===== config.mk =====
export PLATFORM = sky130hd
export DESIGN_NAME = timer_capture_compare_unit
export DESIGN_NICKNAME = d
export VERILOG_FILES = /design/src/verilog/timer_pkg.sv /design/src/verilog/sync_two_flop.sv /design/src/verilog/timer_capture_compare_unit.sv
export SDC_FILE = /design/constraint.sdc
export NUM_CORES = 1
export LEC_CHECK = 0
export BUFFER_PORTS_ARGS = -buffer_cell sky130_fd_sc_hd__buf_4
export CAP_MARGIN = 20
export CORE_UTILIZATION = 40
export CTS_CLUSTER_SIZE = 20
export DETAILED_ROUTE_END_ITERATION = 6
export GPL_TIMING_DRIVEN = 0
export SYNTH_ARGS = -nofsm -noshare
export SYNTH_HDL_FRONTEND = slang
export SYNTH_SLANG_ARGS = --single-unit

===== constraint.sdc =====
create_clock -name ref_clk -period 1.9 [get_ports ref_clk]
set_input_delay 0.19 -clock ref_clk [delete_from_list [all_inputs] [get_ports ref_clk]]
set_output_delay 0.19 -clock ref_clk [all_outputs]
set_load 0.05 [all_outputs]

===== src/verilog/timer_pkg.sv =====
// =============================================================
// timer package
// =============================================================
// holds register indices, field positions, reset values and the
// apb request carrier shared by the timer and its bench.
// assumes a 32-bit apb bus with one byte register per aligned word.
package timer_pkg;

    // =========================================================
    // bus geometry
    // =========================================================
    localparam int unsigned DATA_W = 32;
    localparam int unsigned ADDR_W = 8;
    localparam int unsigned IDX_W = 6;
    localparam int unsigned BYTE_W = 8;
    localparam int unsigned IDX_LSB = 2;

    // register indices; byte address is four times the index
    localparam logic [IDX_W-1:0] IDX_STATUS = 6'h08;
    localparam logic [IDX_W-1:0] IDX_COUNT_HI = 6'h09;
    localparam logic [IDX_W-1:0] IDX_COUNT_LO = 6'h0a;
    localparam logic [IDX_W-1:0] IDX_CMP_HI = 6'h0b;
    localparam logic [IDX_W-1:0] IDX_CMP_LO = 6'h0c;
    localparam logic [IDX_W-1:0] IDX_CAP_HI = 6'h0d;
    localparam logic [IDX_W-1:0] IDX_CAP_LO = 6'h0e;

    // =========================================================
    // status/control field positions
    // =========================================================
    localparam int unsigned BIT_OUT_LEVEL = 0;
    localparam int unsigned BIT_EDGE_SEL = 1;
    localparam int unsigned BIT_OVF_EN = 2;
    localparam int unsigned BIT_CMP_EN = 3;
    localparam int unsigned BIT_CAP_EN = 4;
    localparam int unsigned BIT_OVF_FLAG = 5;
    localparam int unsigned BIT_CMP_FLAG = 6;
    localparam int unsigned BIT_CAP_FLAG = 7;
    localparam int unsigned CTL_W = 5;

    // =========================================================
    // reset and preset values
    // =========================================================
    localparam logic [15:0] COUNT_RESET = 16'h0000;
    localparam logic [15:0] COUNT_PRESET = 16'hfff8;
    localparam logic [15:0] COUNT_MAX = 16'hffff;
    localparam logic [15:0] COUNT_STEP = 16'h0001;
    localparam logic [15:0] CMP_RESET = 16'hffff;
    localparam logic [15:0] CAP_RESET = 16'h0000;
    localparam logic [7:0] BYTE_RESET = 8'h00;
    localparam logic [CTL_W-1:0] CTL_RESET = 5'h00;
    localparam logic [DATA_W-1:0] WORD_RESET = 32'h0000_0000;
    localparam logic [DATA_W-BYTE_W-1:0] PAD_ZERO = 24'h00_0000;

    // apb request fields that travel together
    typedef struct packed {
        logic [ADDR_W-1:0] paddr;
        logic pwrite;
        logic [DATA_W-1:0] pwdata;
    } apb_req_type;

endpackage : timer_pkg


===== src/verilog/sync_two_flop.sv =====
// =============================================================
// two flip-flop synchroniser
// =============================================================
// brings a level from outside the ref_clk domain into it.
// assumes the source is slow against ref_clk; no pulse stretching.
`timescale 1ns/1ps
module sync_two_flop #(
    parameter int unsigned WIDTH = 1
) (
    input wire logic ref_clk,
    input wire logic srst,
    input wire logic [WIDTH-1:0] async_in,
    output logic [WIDTH-1:0] sync_out
);

    logic [WIDTH-1:0] meta_r;
    logic [WIDTH-1:0] stable_r;

    // first stage read only by the second stage
    always_ff @(posedge ref_clk)
    begin
        if (srst)
        begin
            meta_r <= '0;
            stable_r <= '0;
        end
        else
        begin
            meta_r <= async_in;
            stable_r <= meta_r;
        end
    end

    assign sync_out = stable_r;

endmodule : sync_two_flop


===== src/verilog/timer_capture_compare_unit.sv =====
// =============================================================
// timer with free running counter, output compare, input capture
// =============================================================
// holds the 16-bit counter, compare and capture registers and the
// control/status byte, reached over apb with one byte per word.
// assumes ref_clk is the e clock; pin direction bits come from the
// port logic on the same clock; the capture pin is asynchronous.
//
// Operation
// - counter high write presets counter to fff8
// - low write loads low, buffered high byte
// - equality sets compare flag, drives level
// - compare level reaches pin when output
// - reset loads compare register all ones
// - no matching on counter or compare-high write cycle and next
// - selected edge copies counter into capture
// - edge select 0 falling, 1 rising
// - status reads all, writes low five
// - overflow flag set at zero, read-cleared
// - compare flag cleared by read, compare write
// - capture flag cleared by read, capture read
// - enables gate flags onto timer request
// - status layout flags high, controls low
// - reset clears whole status register
// - counter steps every clock, reads harmless
// - reset clears the counter
//
// The implementer's own choice: the APB register port.
`timescale 1ns/1ps
module timer_capture_compare_unit (
    input wire logic ref_clk,
    input wire logic srst,
    input wire logic psel,
    input wire logic penable,
    input wire timer_pkg::apb_req_type apb_req,
    output logic [timer_pkg::DATA_W-1:0] prdata,
    output logic pready,
    output logic pslverr,
    input wire logic capture_pin_in,
    input wire logic capture_pin_dir,
    input wire logic compare_pin_dir,
    output logic compare_pin_out,
    output logic compare_pin_oe,
    output logic internal_timer_irq
);

    // =========================================================
    // declarations
    // =========================================================
    logic setup_phase;
    logic access_phase;
    logic wr_access;
    logic rd_access;
    logic [timer_pkg::IDX_W-1:0] reg_idx;
    logic [timer_pkg::BYTE_W-1:0] wr_byte;
    logic hit_status;
    logic hit_count_hi;
    logic hit_count_lo;
    logic hit_cmp_hi;
    logic hit_cmp_lo;
    logic hit_cap_hi;
    logic hit_cap_lo;
    logic hit_any;
    logic [timer_pkg::BYTE_W-1:0] rd_byte;
    logic [timer_pkg::DATA_W-1:0] prdata_r;

    logic [15:0] counter_r;
    logic [15:0] counter_nxt;
    logic [timer_pkg::BYTE_W-1:0] high_buf_r;
    logic [15:0] compare_r;
    logic [15:0] captured_r;
    logic [timer_pkg::CTL_W-1:0] ctl_r;
    logic [timer_pkg::BYTE_W-1:0] status_byte;

    logic count_write;
    logic inhibit_now;
    logic inhibit_hold_r;
    logic compare_match;
    logic wrap_event;

    logic capture_sync;
    logic capture_prev_r;
    logic capture_edge;

    logic overflow_flag_r;
    logic compare_match_flag_r;
    logic capture_flag_r;
    logic overflow_arm_r;
    logic compare_arm_r;
    logic capture_arm_r;
    logic overflow_clear;
    logic compare_clear;
    logic capture_clear;

    logic level_r;
    logic irq_r;

    // =========================================================
    // apb decode
    // =========================================================
    // phases of a transfer; the slave never adds wait states
    assign setup_phase = psel & ~penable;
    assign access_phase = psel & penable;
    assign wr_access = access_phase & apb_req.pwrite;
    assign rd_access = access_phase & ~apb_req.pwrite;
    assign reg_idx = apb_req.paddr[timer_pkg::IDX_LSB +: timer_pkg::IDX_W];
    assign wr_byte = apb_req.pwdata[timer_pkg::BYTE_W-1:0];

    // one hit line per byte register
    assign hit_status = (reg_idx == timer_pkg::IDX_STATUS);
    assign hit_count_hi = (reg_idx == timer_pkg::IDX_COUNT_HI);
    assign hit_count_lo = (reg_idx == timer_pkg::IDX_COUNT_LO);
    assign hit_cmp_hi = (reg_idx == timer_pkg::IDX_CMP_HI);
    assign hit_cmp_lo = (reg_idx == timer_pkg::IDX_CMP_LO);
    assign hit_cap_hi = (reg_idx == timer_pkg::IDX_CAP_HI);
    assign hit_cap_lo = (reg_idx == timer_pkg::IDX_CAP_LO);
    assign hit_any = hit_status | hit_count_hi | hit_count_lo | hit_cmp_hi
        | hit_cmp_lo | hit_cap_hi | hit_cap_lo;

    // answer in the first access cycle; unmapped words flag an error
    assign pready = access_phase;
    assign pslverr = access_phase & ~hit_any;

    assign status_byte = {capture_flag_r, compare_match_flag_r, overflow_flag_r, ctl_r};

    // read mux, sampled at the setup edge
    always_comb
    begin
        rd_byte = timer_pkg::BYTE_RESET;
        if (hit_status)
        begin
            rd_byte = status_byte;
        end
        else if (hit_count_hi)
        begin
            rd_byte = counter_r[15:8];
        end
        else if (hit_count_lo)
        begin
            rd_byte = counter_r[7:0];
        end
        else if (hit_cmp_hi)
        begin
            rd_byte = compare_r[15:8];
        end
        else if (hit_cmp_lo)
        begin
            rd_byte = compare_r[7:0];
        end
        else if (hit_cap_hi)
        begin
            rd_byte = captured_r[15:8];
        end
        else if (hit_cap_lo)
        begin
            rd_byte = captured_r[7:0];
        end
    end

    // read data register, loaded during the setup cycle
    always_ff @(posedge ref_clk)
    begin
        if (srst)
        begin
            prdata_r <= timer_pkg::WORD_RESET;
        end
        else if (setup_phase & ~apb_req.pwrite)
        begin
            prdata_r <= {timer_pkg::PAD_ZERO, rd_byte};
        end
    end

    assign prdata = prdata_r;

    // =========================================================
    // control bits
    // =========================================================
    // only low five bits writable
    always_ff @(posedge ref_clk)
    begin
        if (srst)
        begin
            ctl_r <= timer_pkg::CTL_RESET;
        end
        else if (wr_access & hit_status)
        begin
            ctl_r <= wr_byte[timer_pkg::CTL_W-1:0];
        end
    end

    // =========================================================
    // free running counter
    // =========================================================
    assign count_write = wr_access & (hit_count_hi | hit_count_lo);

    // next count value; writes override the step
    always_comb
    begin
        counter_nxt = counter_r + timer_pkg::COUNT_STEP;
        if (wr_access & hit_count_hi)
        begin
            counter_nxt = timer_pkg::COUNT_PRESET;
        end
        else if (wr_access & hit_count_lo)
        begin
            counter_nxt = {high_buf_r, wr_byte};
        end
    end

    always_ff @(posedge ref_clk)
    begin
        if (srst)
        begin
            counter_r <= timer_pkg::COUNT_RESET;
        end
        else
        begin
            counter_r <= counter_nxt;
        end
    end

    // keep high byte for low write
    always_ff @(posedge ref_clk)
    begin
        if (srst)
        begin
            high_buf_r <= timer_pkg::BYTE_RESET;
        end
        else if (wr_access & hit_count_hi)
        begin
            high_buf_r <= wr_byte;
        end
    end

    assign wrap_event = (counter_r == timer_pkg::COUNT_MAX) & ~count_write;

    // =========================================================
    // output compare
    // =========================================================
    // compare reset all ones
    always_ff @(posedge ref_clk)
    begin
        if (srst)
        begin
            compare_r <= timer_pkg::CMP_RESET;
        end
        else if (wr_access & hit_cmp_hi)
        begin
            compare_r[15:8] <= wr_byte;
        end
        else if (wr_access & hit_cmp_lo)
        begin
            compare_r[7:0] <= wr_byte;
        end
    end

    assign inhibit_now = count_write | (wr_access & hit_cmp_hi);

    always_ff @(posedge ref_clk)
    begin
        if (srst)
        begin
            inhibit_hold_r <= 1'b0;
        end
        else
        begin
            inhibit_hold_r <= inhibit_now;
        end
    end

    assign compare_match = (counter_r == compare_r) & ~inhibit_now & ~inhibit_hold_r;

    always_ff @(posedge ref_clk)
    begin
        if (srst)
        begin
            level_r <= 1'b0;
        end
        else if (compare_match)
        begin
            level_r <= ctl_r[timer_pkg::BIT_OUT_LEVEL];
        end
    end

    assign compare_pin_out = level_r;
    assign compare_pin_oe = compare_pin_dir;

    // =========================================================
    // input capture
    // =========================================================
    // pin passes two flops first
    sync_two_flop #(
        .WIDTH(1)
    ) capture_sync_inst (
        .ref_clk(ref_clk),
        .srst(srst),
        .async_in(capture_pin_in),
        .sync_out(capture_sync)
    );

    // previous synchronised level for edge detection
    always_ff @(posedge ref_clk)
    begin
        if (srst)
        begin
            capture_prev_r <= 1'b0;
        end
        else
        begin
            capture_prev_r <= capture_sync;
        end
    end

    // pin gated in only as input
    assign capture_edge = ~capture_pin_dir
        & (ctl_r[timer_pkg::BIT_EDGE_SEL] ? (capture_sync & ~capture_prev_r)
                                          : (~capture_sync & capture_prev_r));

    always_ff @(posedge ref_clk)
    begin
        if (srst)
        begin
            captured_r <= timer_pkg::CAP_RESET;
        end
        else if (capture_edge)
        begin
            captured_r <= counter_r;
        end
    end

    // =========================================================
    // flag clearing sequences
    // =========================================================
    // a status read that returned a set flag arms its clear
    assign overflow_clear = overflow_arm_r & rd_access & hit_count_hi;
    assign compare_clear = compare_arm_r & wr_access & (hit_cmp_hi | hit_cmp_lo);
    assign capture_clear = capture_arm_r & rd_access & hit_cap_hi;

    // arm bits follow the value returned by the status read
    always_ff @(posedge ref_clk)
    begin
        if (srst)
        begin
            overflow_arm_r <= 1'b0;
            compare_arm_r <= 1'b0;
            capture_arm_r <= 1'b0;
        end
        else if (rd_access & hit_status)
        begin
            overflow_arm_r <= prdata_r[timer_pkg::BIT_OVF_FLAG];
            compare_arm_r <= prdata_r[timer_pkg::BIT_CMP_FLAG];
            capture_arm_r <= prdata_r[timer_pkg::BIT_CAP_FLAG];
        end
        else
        begin
            overflow_arm_r <= overflow_arm_r & ~overflow_clear;
            compare_arm_r <= compare_arm_r & ~compare_clear;
            capture_arm_r <= capture_arm_r & ~capture_clear;
        end
    end

    // =========================================================
    // status flags, set wins over clear
    // =========================================================
    // overflow set and clear
    always_ff @(posedge ref_clk)
    begin
        if (srst)
        begin
            overflow_flag_r <= 1'b0;
        end
        else
        begin
            overflow_flag_r <= wrap_event | (overflow_flag_r & ~overflow_clear);
        end
    end

    always_ff @(posedge ref_clk)
    begin
        if (srst)
        begin
            compare_match_flag_r <= 1'b0;
        end
        else
        begin
            compare_match_flag_r <= compare_match | (compare_match_flag_r & ~compare_clear);
        end
    end

    always_ff @(posedge ref_clk)
    begin
        if (srst)
        begin
            capture_flag_r <= 1'b0;
        end
        else
        begin
            capture_flag_r <= capture_edge | (capture_flag_r & ~capture_clear);
        end
    end

    // =========================================================
    // timer request
    // =========================================================
    // enables gate flags
    always_ff @(posedge ref_clk)
    begin
        if (srst)
        begin
            irq_r <= 1'b0;
        end
        else
        begin
            irq_r <= (overflow_flag_r & ctl_r[timer_pkg::BIT_OVF_EN])
                | (compare_match_flag_r & ctl_r[timer_pkg::BIT_CMP_EN])
                | (capture_flag_r & ctl_r[timer_pkg::BIT_CAP_EN]);
        end
    end

    assign internal_timer_irq = irq_r;

endmodule : timer_capture_compare_unit


* Word-level counts from Yosys, hierarchy flattened
Index checks and enable logic that the tools add are counted.
Operators by class: bitwise gates (word level) 61, eq/ne operators 9, $lt $le $gt $ge 0, muxes and demuxes 13, multipliers 0, shift-type cells 0, add/sub/neg operators 1, divide/modulo/power cells 0, reduce and logical (&&, ||, !) cells 2
Operators with widths (number):
- $mux 8 | 7
- $eq 6x4->1 const B | 7
- $and 1x1->1 | 34
- $mux 16 | 2
- $add 16x1->16 const B | 1
- $eq 16x16->1 | 1
- $eq 16x16->1 const B | 1
- $or 1x1->1 | 14
- $not 1->1 | 13
- $mux 1 | 4
- $reduce_and 2->1 | 1
- $reduce_or 2->1 | 1
Word-level totals: logic and storage cells 106, memory bits (read-only) 0, latch bits 0, memories kept 0, bits in writable memories 0, input bits 48, bits in registers 81

* Depth between registers and ports, before layout
Gate-level depths: netlist of the first run.
depth after elaboration 9, depth in mapped cells 7, gate-level depth less buffers 6

* Hierarchy
From an unflattened synthesis of the first run, not the netlist that was laid out.
Unflattened totals: cells, all modules 519, area, all modules 4320.4 um^2
Modules (own cells, without submodules):
- timer_capture_compare_unit | area an instance 4267.8 um^2, cells an instance 515, times used 1
- sync_two_flop | area an instance 52.6 um^2, cells an instance 4, times used 1

* Worst setup path after synthesis of the first run
OpenSTA, ideal clock, no wires.
kind register -> register, start reg counter_r[3], end reg counter_r[12], data required time 1814 ps, slack 211 ps, data arrival time 1604 ps, cell stages (with the launch flop) 8, library setup time 86 ps, cell sequence dfxtp_1 clkbuf_1 and4_1 buf_2 nand2_1 or3_1 xor2_1 a211oi_1
On the way: cells in the longest elaborated chain, start to end 3
RTL lines:
- start: declaration | RTL line timer_capture_compare_unit.sv:67 | logic [15:0] counter_r;
- start signal: assignment | RTL line timer_capture_compare_unit.sv:214 | counter_r <= timer_pkg::COUNT_RESET;
- start signal: assignment | RTL line timer_capture_compare_unit.sv:218 | counter_r <= counter_nxt;
- $add 16x1->16 | RTL line timer_capture_compare_unit.sv:199 | counter_nxt = counter_r + timer_pkg::COUNT_STEP;
- $mux 16 | RTL line timer_capture_compare_unit.sv:204 | else if (wr_access & hit_count_lo)
- $mux 16 | RTL line timer_capture_compare_unit.sv:200 | if (wr_access & hit_count_hi)
Every way passes these cells. A chain may end at the register's enable or synchronous reset.

* Worst setup path after layout of the first run
Ends and elaborated chain as after synthesis.

==> results.md, run 1 <==
* Minimum clock period at approximately 1800 ps
* Max Root-Sink Buffers at 2
* Pwr/cell area at about 760 nW/um2
* Post-DRT Antenna Nets at 0
* Worst Slack Setup Final at ~140 ps
* Share of synthesized registers carrying an async set or reset at 0
* Unique cell type count in the Yosys netlist at 52
* Worst-path maximum fanout at 7
* DRT iter0 DRCs at around 340
* Worst slew margin at 0.399
* Cell Area, Placed at 4680 um2
* Remaining DRCs at 0
* Worst path cell trace: and4_1 -> buf_2 -> nand2_1 -> or3_1 -> xor2_1 -> a211oi_1
* Final setup fails at 0
* Post-DP HPWL at between 9000 and 10000 um
* Final non-filler cell total at approximately 690
* Critical Path AT at just over 2000 ps
* Status: finished clean
* Number of synthesized flops with an enable pin at 0
* Leak at 1.89 nW
* Avg Vias per Cell at ~5.6
* Worst setup SP type: flip-flop
* CORE AREA at between 9000 and 10000 um2
* Routability Congestion at around 0.93
* Maximum vdd drop at between 300 and 400 uV
* I/O pin count at between 80 and 90
* Post-Syn Area per Cell at between 8 and 9 um2
* CTS Sinks at between 80 and 90
* Layout cells sized above 1 at 0.191
* Final Hold Fails at 0
* Required time worst endpoint at about 2200 ps
* H-tree depth at 3
* Post CTS Setup Buffer Count at 0
* Diode count at 0
* Clock buffer count from CTS at 9
* Worst-path clk slew at 90 ps
* First-pass GRT wire length at around 20000 um
* Synthesis Warnings at 0
* Area grow syn2layout at 17.5%
* Max-slew violations at 0
* Detail-routed net length per standard cell at ~19 um
* FF+latch count, synth at 81
* PortBufs at 32
* WHS Path Cells at 2
* WHS at around 46 ps
* Setup TNS at 0 ps
* CP endpoint kind: flip-flop
* Worst-margin pin slew at ~900 ps
* Sequential share of the synthesized area at 0.387
* Via count at 3858
* GRT Overall Usage at 0.246
* Final Skew at between 10 and 15 ps
* Place WS at -231 ps
* Final period util at 0.929
* Hold WC Path Type: primary input to flip-flop
* Post-Synthesis Cell Area at ~4200 um2
* Final nets at 600
* Largest net degree at the start of global routing at 16
* Max incr delay on CP at 470 ps
* Num rows at 36
* Full die area at approximately 11000 um2
* Most used flip-flop cell after synthesis: dfxtp_1
* Root buffer cell: clkbuf_8
* Die height at approximately 100 um
* Pwr Total at around 3.7 mW
* Worst Reg-to-Reg Cells at 6
* Die W at ~100 um
* Core Util, Final at 0.494
* Inst Count DP at around 680
* Synth Instances at a little under 500
* Final Cell Area at about 4900 um2
* Vias in the first global route at 3625
* First drt pass iteration count at 6
* Max Freq at roughly 0.57 GHz
* CTS tree: done
* Final wirelength at ~13000 um
* Antenna violations before repair at 0
* Initial Util at 0.421
* CP Class: flip-flop to flip-flop
* Clk_lat worst skew at ~360 ps
* RSZ-0062 raised after global routing: no
* Congestion Overflow GR at 0
* Reg-to-reg slack, setup at around 140 ps
* Max Cap Violations at 0
* Slowest cell on crit path: dfxtp_2
## final timing paths
| path | from | to |
|---|---|---|
| worst min-delay path | capture_pin_in | capture_sync_inst.meta_r$_SDFF_PP0_ |
| worst min register to register | high_buf_r[6]$_SDFFE_PP0P_ | high_buf_r[6]$_SDFFE_PP0P_ |
| worst max-delay path | counter_r[3]$_SDFF_PP0_ | counter_r[12]$_SDFF_PP0_ |
| worst max register to register | counter_r[3]$_SDFF_PP0_ | counter_r[12]$_SDFF_PP0_ |
## critical path: cells and delay by family, from the launching register on
family,cells,cell delay (ps)
AND/OR/NAND/NOR,3,670
flip-flops,1,470
AO/OA/AOI/OAI,1,220
buffers and inverters,1,160
XOR/XNOR,1,150
## routing by layer
layer	vias up	global-route usage	routed length [um]
li1	1813	-	-
met1	1825	0.333	5650
met2	184	0.381	5840
met3	36	0.0363	969
met4	0	0.114	470
met5	-	0	0
## cells by family after synthesis
family / count (synthesis) / synth area share
and+or+nand+nor: 188 / 0.227
AOI/OAI and AO/OA: 106 / 0.176
DFF: 81 / 0.387
buffers and inverters: 65 / 0.0852
xor gates and xnor gates: 28 / 0.0586
muxes: 26 / 0.0621
adders and majority gates: 1 / 0.00299
other: 1 / 0.000895
## synth_stat cells (4+ instances only)
master / count / area share
a21oi_1: 29 / 0.035
o22ai_1: 7 / 0.010
o21ai_0: 8 / 0.0096
a211oi_1: 7 / 0.013
a22oi_1: 10 / 0.018
nand2b_1: 18 / 0.027
clkbuf_1: 29 / 0.026
nor2_1: 52 / 0.047
nand3_1: 13 / 0.016
xnor2_1: 11 / 0.023
nand4_1: 8 / 0.012
a41oi_1: 8 / 0.017
nor2b_1: 4 / 0.0060
mux2i_1: 26 / 0.062
nand2_1: 46 / 0.041
a221oi_1: 8 / 0.017
or3_1: 9 / 0.013
buf_4: 26 / 0.047
and2_1: 4 / 0.0060
dfxtp_1: 81 / 0.39
o21bai_1: 16 / 0.029
buf_2: 6 / 0.0072
nor3_1: 10 / 0.012
xor2_1: 17 / 0.036
## layout make-up
cell class              instances  area (um2)
repair buffers                 32         240
plain buffers                  52         308
fillers                       988        5030
clock inverters                 7         124
flip-flops and latches         81        1640
multi-input cells             373        2310
clock buffers                   9         124
well taps                     133         166
inverters                       2        7.51
## state kept, by name, summed over array words and instances (netlist names), 5 cells and up
signal	count
captured_r	16
compare_r	16
counter_r	16
ctl_r	5
high_buf_r	8
prdata	8
## where the power goes
part	switching, mW	internal, mW	total (mW)
clock network	0.691	0.887	1.58
logic	0.287	0.132	0.419
registers	0.0301	1.72	1.75
total	1.01	2.73	3.74
## cell usage in the layout, fill, tap and decap left out, drive strengths merged, types with 3 or more instances in the layout
| master | count |
|---|---|
| xnor2 | 11 |
| and4 | 3 |
| clkbuf | 27 |
| dfxtp | 81 |
| nand2b | 18 |
| nand3 | 13 |
| a221oi | 8 |
| mux2i | 26 |
| and3 | 3 |
| a22oi | 10 |
| o22ai | 7 |
| nand2 | 46 |
| a211oi | 7 |
| or3 | 10 |
| conb | 24 |
| inv | 5 |
| nor3 | 10 |
| nor2b | 4 |
| bufinv | 3 |
| and2 | 4 |
| buf | 66 |
| xor2 | 17 |
| o21ai | 9 |
| nor4 | 3 |
| a21oi | 30 |
| nand4 | 8 |
| nor2 | 55 |
| a41oi | 8 |
| o21bai | 16 |
## what timing repair did
| item | 4_1_cts | 5_1_grt |
|---|---|---|
| gates cloned | 0 | 0 |
| setup endpoints to repair | 5 | 20 |
| hold buffers | 0 | 0 |
| resized for setup | 5 | 12 |
(Power assumes the default switching activity.)
==> run 2: changes to the inputs <==
Settings changed: ABC_AREA set to 1.
==> run 2 against run 1 <==
Synthesized cell count rose by 26%; setup slack improved by 36 ps; global-route usage rose by 1.5 points; core utilization fell by 0.87 points; critical path depth rose by 4; sequential share of layout area fell by 0.99 points; sequential power barely moved; count of clock-buffer cells in the layout rose by 2; combinational power rose by 4%; register-to-register slack improved by 40 ps; critical endpoint is now compare_pin_out$_SDFFE_PP0P_; highest routed layer unchanged.
==> results.md, run 2 <==
* Most frequent cells in the layout: nand2_1, dfxtp_1, nor2_1
* Max Cap Violations at 0 (unchanged)
* Layout cells sized above 1 at 0.140 (-0.0502)
* Critical Path AT at 2030 ps (about the same)
* Final period util at 0.910 (-0.0187)
* Die W at 105 um (+0.86%)
* Area leader, netlist: dfxtp_1
* Antenna violations before repair at 0 (unchanged)
* Die height at 105 um (+0.86%)
* Final non-filler cell total at 834 (+21%)
* CORE AREA at 10300 um2 (+3.7%)
* Required time worst endpoint at 2200 ps (+30 ps)
* H-tree depth at 3 (unchanged)
* Post-Syn Area per Cell at 6.80 um2 (-19%)
* GRT Overall Usage at 0.260 (+0.0146)
* Max-slew violations at 0 (unchanged)
* Post CTS Setup Buffer Count at 0 (unchanged)
* Detail-routed net length per standard cell at 16.3 um (-13%)
* DRT iter0 DRCs at 331 (-3.2%)
* Synth area leaders: dfxtp_1, nand2_1, a21oi_1
* Hold WC Path Type: primary input to flip-flop
* Number of synthesized flops with an enable pin at 0 (unchanged)
* Area grow syn2layout at 17.6%
* I/O pin count at 85 (unchanged)
* Worst-path maximum fanout at 4 (-3)
* Clk_lat worst skew at 370 ps (about the same)
* Vias in the first global route at 3927 (+8.3%)
* Final wirelength at 13600 um (+5.4%)
* Internal Dissipation at 2.76 mW (+0.78%)
* Yosys top cell area share at 0.381 (-0.00671)
* Post-DP HPWL at 10400 um (+10%)
* Top-count cell post-synth: nand2_1
* CTS tree: done
* Num rows at 37 (+2.8%)
* Setup TNS at 0 ps (unchanged)
* WHS at 18.4 ps (-27.1 ps)
* Synth Instances at 627 (+26%)
* Via count at 4249 (+10%)
* Combinational share of power at 0.117 (+0.005)
* Leak at 2.32 nW (+23%)
* Switch Pwr at 0.996 mW (-1.2%)
* CP Class: flip-flop to flip-flop
* Most used flip-flop cell after synthesis: dfxtp_1
* Inst Count DP at 818 (+20%)
* Initial Util at 0.413 (-0.00789)
* Sequential share of the synthesized area at 0.381 (-0.00671)
* Diode count at 0 (unchanged)
* First drt pass iteration count at 5 (-1)
* Remaining DRCs at 0 (unchanged)
* RSZ-0062 raised after global routing: no
* Pwr Total at 3.75 mW (+0.24%)
* Share of synthesized registers carrying an async set or reset at 0 (unchanged)
* Synthesis Warnings at 0 (unchanged)
* Root buffer cell: clkbuf_8
* Commonest cells in the netlist: nand2_1, dfxtp_1, nor2_1
* Pwr/cell area at 749 nW/um2 (-1.6%)
* First-pass GRT wire length at 21500 um (+5.6%)
* Max Freq at 0.578 GHz (+2.1%)
* Worst-margin pin slew at 693 ps (-207 ps)
* Final nets at 742 (+24%)
* Post-Synthesis Cell Area at 4260 um2 (+1.8%)
* Minimum clock period at 1730 ps (-35.6 ps)
* Switching portion of total power at 0.265 (-0.00396)
* CTS Sinks at 81 (unchanged)
* Worst setup SP type: flip-flop
* Clock share of power at 0.419 (-0.003)
* Commonest non-fill, non-tap cell in the layout: nand2_1
* Core Util, Final at 0.486 (-0.00870)
* Unique cell type count in the Yosys netlist at 36 (-31%)
* Routability Congestion at 0.929 (-0.13%)
* Max Root-Sink Buffers at 2 (unchanged)
* Final setup fails at 0 (unchanged)
* Status: finished clean
* Congestion Overflow GR at 0 (unchanged)
* Worst slew margin at 0.538 (+0.139)
* Top flop regs: captured_r (16), compare_r (16), counter_r (16)
* Post-DRT Antenna Nets at 0 (unchanged)
* Final Skew at 9.01 ps (-5.40 ps)
* Final Hold Fails at 0 (unchanged)
* Largest net degree at the start of global routing at 14 (-2)
* CP endpoint kind: flip-flop
* Maximum vdd drop at 503 uV (+27%)
* Sequential share of power at 0.465 (about the same)
* PortBufs at 32 (unchanged)
* Worst-path clk slew at 90 ps (about the same)
* Clock buffer count from CTS at 9 (unchanged)
* FF+latch count, synth at 81 (unchanged)
* Full die area at 11100 um2 (+1.7%)
* Avg Vias per Cell at 5.09 (-9.0%)
## run 2: cell types whose count changed in the layout (fill, tap and decap cells not counted), sizes merged, moves of 16 or more
cell	change
mux2i	-26
nand2	+87
nand2b	-18
nand3	+42
o21ai	+29
nor2	+27
o21bai	-16
inv	+71
a21oi	+27
## run 2: cell type report
| type | instances | area, um2 |
|---|---|---|
| sequential | 81 | 1620 |
| fill | 1089 | 5310 |
| tap | 136 | 170 |
| timing repair buffer | 32 | 240 |
| inverter | 77 | 293 |
| multi-input combinational | 444 | 2130 |
| clock buffer | 11 | 141 |
| clock inverter | 5 | 103 |
| buffer | 48 | 312 |
## run 2: timing repair
| item | in CTS | in global routing |
|---|---|---|
| hold buffers | 0 | 0 |
| endpoints found under the setup margin | 0 | 2 |
| hold endpoints to repair | 0 | 0 |
| resized for setup | 0 | 1 |
## run 2: metrics by stage
step | setup WS (ps) | area (um2)
after floorplan | 335 | 4350
after global placement | 103 | 4760
after detailed placement | 92.5 | 4760
after CTS | 86.1 | 5010
after global routing | 23.7 | 5010
final | 171 | 5010
## run 2: final timing paths
kind	from	to	slack (ps)	cells after the start
worst min register to register	capture_sync_inst.meta_r$_SDFF_PP0_	capture_sync_inst.sync_out$_SDFF_PP0_	410	2
worst max-delay path	counter_r[3]$_SDFF_PP0_	compare_pin_out$_SDFFE_PP0P_	170	10
worst max register to register	counter_r[3]$_SDFF_PP0_	compare_pin_out$_SDFFE_PP0P_	170	10
worst min-delay path	capture_pin_in	capture_sync_inst.meta_r$_SDFF_PP0_	20	3
## run 2: cells by family after synthesis
family | count (synthesis) | synth area share
and+or+nand+nor | 293 | 0.305
buffers and inverters | 125 | 0.142
AOI/OAI and AO/OA | 116 | 0.148
DFF | 81 | 0.381
xor gates and xnor gates | 10 | 0.0206
adders and majority gates | 1 | 0.00294
other | 1 | 0.000880
## run 2: power by group through the flow
| stage | clock network, mW | registers [mW] | logic (mW) |
|---|---|---|---|
| finish | 1.57 | 1.74 | 0.437 |
| floorplan | 0 | 1.81 | 0.286 |
| CTS | 1.59 | 1.74 | 0.435 |
| detailed placement | 0 | 1.78 | 0.434 |
| global placement | 0 | 1.78 | 0.430 |
| global route | 1.67 | 1.75 | 0.466 |
## run 2: worst max-delay path, cell delays in order (launching register included)
cell     delay [ps]
dfxtp_1         460
inv_1           180
nand2_1          80
o21ai_0          70
inv_1            60
nand2_1          50
nor2_1          200
nand4_1         280
nand2_1         120
nand2_1          50
nor2_1          110
## run 2: per-layer routing
metal,up-vias,global-route usage,part of all wire,wire length [um]
li1,2113,-,-,-
met1,1962,0.340,0.45,6150
met2,141,0.411,0.45,6160
met3,33,0.0519,0.060,822
met4,0,0.123,0.036,497
met5,-,0,0,0
==> run 3: changes to the inputs <==
Settings changed: SYNTH_HIERARCHICAL set to 1.
==> run 3 against run 2 <==
Register-to-register slack hardly changed; clock skew is 5.7 ps higher; critical endpoint is now captured_r[2]$_SDFFE_PP0P_; final cell count is 0.48% lower; highest routed layer unchanged; non-clock buffer count is 2 higher; via count is 0.99% higher; largest cell class unchanged; fmax is 5.1% lower; setup slack worse by 92 ps; sequential cell count stayed put.
==> results.md, run 3 <==
* CP endpoint kind: flip-flop
* WHS Path Cells at 3 (unchanged)
* Commonest non-fill, non-tap cell in the layout: nand2_1
* Worst Reg-to-Reg Cells at 6 (-4)
* Die W at 105 um (+0.14%)
* Root buffer cell: clkbuf_8
* Avg Vias per Cell at 5.17 (+1.5%)
* Full die area at 11100 um2 (+0.29%)
* Max-slew violations at 0 (unchanged)
* Top flop regs: captured_r (16), compare_r (16), counter_r (16)
* Hold WC Path Type: primary input to flip-flop
* Worst-path clk slew at 90 ps (about the same)
* Num rows at 37 (unchanged)
* Maximum vdd drop at 604 uV (+20%)
* Grt met2 use at 0.382 (-0.0291)
* RSZ-0062 raised after global routing: no
* Post-Synthesis Cell Area at 4270 um2 (+0.29%)
* Commonest cells in the netlist: nand2_1, dfxtp_1, nor2_1
* Max Freq at 0.549 GHz (-5.1%)
* WP buf/inv at 5 (+3)
* Area grow syn2layout at 17.3%
* Filler cell count at 1088 (-0.092%)
* Pwr/cell area at 715 nW/um2 (-4.4%)
* Top-count cell post-synth: nand2_1
* Critical Path AT at 2130 ps (+100 ps)
* Via count at 4291 (+0.99%)
* Initial Util at 0.414 (+0.00121)
* Most frequent CP cell: clkbuf_1
* Worst-margin pin slew at 695 ps (+2.21 ps)
* Worst path cell trace: dlygate4sd3_1 -> buf_4 -> clkbuf_1 -> inv_1 -> clkbuf_1 -> o21ai_0 -> nor2_1
* Met3 usage at 0.0328 (-0.0192)
* CP Class: primary input to flip-flop
* Diode count at 0 (unchanged)
* Post-DRT Antenna Nets at 0 (unchanged)
* Required time worst endpoint at 2210 ps (about the same)
* Final Skew at 14.7 ps (+5.69 ps)
* Final period util at 0.959 (+0.0485)
* First drt pass iteration count at 5 (unchanged)
* Max incr delay on CP at 540 ps (+80 ps)
* Largest net degree at the start of global routing at 15 (+1)
* Detail-routed net length per standard cell at 16.0 um (-2.4%)
* Yosys top cell area share at 0.379 (-0.00111)
* Post-DP HPWL at 10100 um (-2.8%)
* Synthesis Warnings at 6 (+6)
* Routability Congestion at 0.956 (+3.0%)
* Post CTS Setup Buffer Count at 0 (unchanged)
* Setup TNS at 0 ps (unchanged)
* Leak at 2.27 nW (-2.0%)
* Share of synthesized registers carrying an async set or reset at 0 (unchanged)
* H-tree depth at 3 (unchanged)
* Final nets at 738 (-0.54%)
* Area leader, netlist: dfxtp_1
* Vias in the first global route at 3850 (-2.0%)
* Worst setup SP type: primary input
* Worst slew margin at 0.536 (-0.00147)
* PortBufs at 32 (unchanged)
* Max Root-Sink Buffers at 2 (unchanged)
* FF+latch count, synth at 81 (unchanged)
* Synth Instances at 622 (-0.80%)
* I/O pin count at 85 (unchanged)
* Worst-path maximum fanout at 10 (+6)
* Slowest cell on crit path: dlygate4sd3_1
* First-pass GRT wire length at 20800 um (-3.3%)
* Status: finished clean
* Sequential share of the synthesized area at 0.379 (-0.00111)
* CTS Sinks at 81 (unchanged)
* Unique cell type count in the Yosys netlist at 38 (+5.6%)
* GR peak layer: met2
* Final wirelength at 13200 um (-2.8%)
* Final setup fails at 0 (unchanged)
* WHS at 16.4 ps (-1.98 ps)
* Max Cap Violations at 0 (unchanged)
* Number of synthesized flops with an enable pin at 0 (unchanged)
* Die height at 105 um (+0.14%)
* Antenna violations before repair at 0 (unchanged)
* Congestion Overflow GR at 0 (unchanged)
* Minimum clock period at 1820 ps (+92.2 ps)
* Clock buffer count from CTS at 9 (unchanged)
* Layout cells sized above 1 at 0.153 (+0.0123)
* Remaining DRCs at 0 (unchanged)
* GRT Overall Usage at 0.248 (-0.0124)
* Synth area leaders: dfxtp_1, nand2_1, a21oi_1
* Met1 usage at 0.342 (+0.00216)
* Most frequent cells in the layout: nand2_1, dfxtp_1, nor2_1
* Clk_lat worst skew at 370 ps (about the same)
* CTS tree: done
* Most used flip-flop cell after synthesis: dfxtp_1
* Final Hold Fails at 0 (unchanged)
* DRT iter0 DRCs at 426 (+29%)
* Delay-heaviest family, CP: buffers and inverters
* CORE AREA at 10300 um2 (unchanged)
* WP depth at 7 (-3)
* Post-Syn Area per Cell at 6.87 um2 (+1.1%)
## run 3: layout make-up
type | instances | area (um2) | area share
repair buffers | 33 | 250 | 0.0499
multi-input cells | 443 | 2160 | 0.431
plain buffers | 49 | 319 | 0.0636
clock inverters | 7 | 95.1 | 0.0190
flip-flops and latches | 81 | 1620 | 0.323
inverters | 72 | 274 | 0.0547
clock buffers | 9 | 124 | 0.0247
well taps | 136 | 170 | 0.0339
## run 3: report_power, final
group          internal, mW  switching, mW
Sequential             1.72         0.0229
Combinational         0.129          0.312
Clock                 0.739          0.660
## run 3: layer usage
layer	routed length, um	vias to the layer above
met5	0	-
met4	388	0
met3	1090	32
met2	5950	168
met1	5810	1979
li1	-	2112
## run 3: what timing repair did
action / 4_1_cts / 5_1_grt
endpoints found under the setup margin: 0 / 8
hold buffers: 1 / 0
resized for setup: 0 / 4
endpoints found under the hold margin: 2 / 0
## run 3: kinds of logic (layout without fill, tap and decap cells)
| group | count (synthesis) | count (layout) | synth area share |
|---|---|---|---|
| fa+ha+maj | 1 | 1 | 0.00293 |
| compound gates | 116 | 116 | 0.147 |
| simple gates | 291 | 291 | 0.309 |
| xor+xnor | 11 | 11 | 0.0225 |
| flops | 81 | 81 | 0.379 |
| buf+inv | 121 | 170 | 0.138 |
| other cells | 1 | 24 | 0.000877 |
## run 3: worst register-to-register path: stages, from the launching register on
cell and delay (ps):
dfxtp_1 490, inv_1 220, nor3_1 320, nand2_1 110
nor4_1 210, nand2_1 160, a21oi_1 150
## run 3: metrics by stage
step	worst slack [ps]	std cells	power [mW]	utilization	cell area [um2]
2_1_floorplan	289	645	2.10	-	4370
3_3_place_gp	127	813	2.22	0.463	4780
3_5_place_dp	120	813	2.22	0.463	4780
4_1_cts	96.5	830	3.60	0.485	5000
5_1_grt	14.8	830	3.71	0.486	5010
6_report	78.8	830	3.59	0.486	5010
## run 3: final timing paths
| path | from | end | slack (ps) |
|---|---|---|---|
| worst max-delay path | srst | captured_r[2]$_SDFFE_PP0P_ | 80 |
| worst min-delay path | capture_pin_in | capture_sync_inst/meta_r$_SDFF_PP0_ | 20 |
| worst max register to register | counter_r[5]$_SDFF_PP0_ | overflow_flag_r$_SDFF_PP0_ | 170 |
| worst min register to register | capture_sync_inst/meta_r$_SDFF_PP0_ | capture_sync_inst/sync_out$_SDFF_PP0_ | 410 |
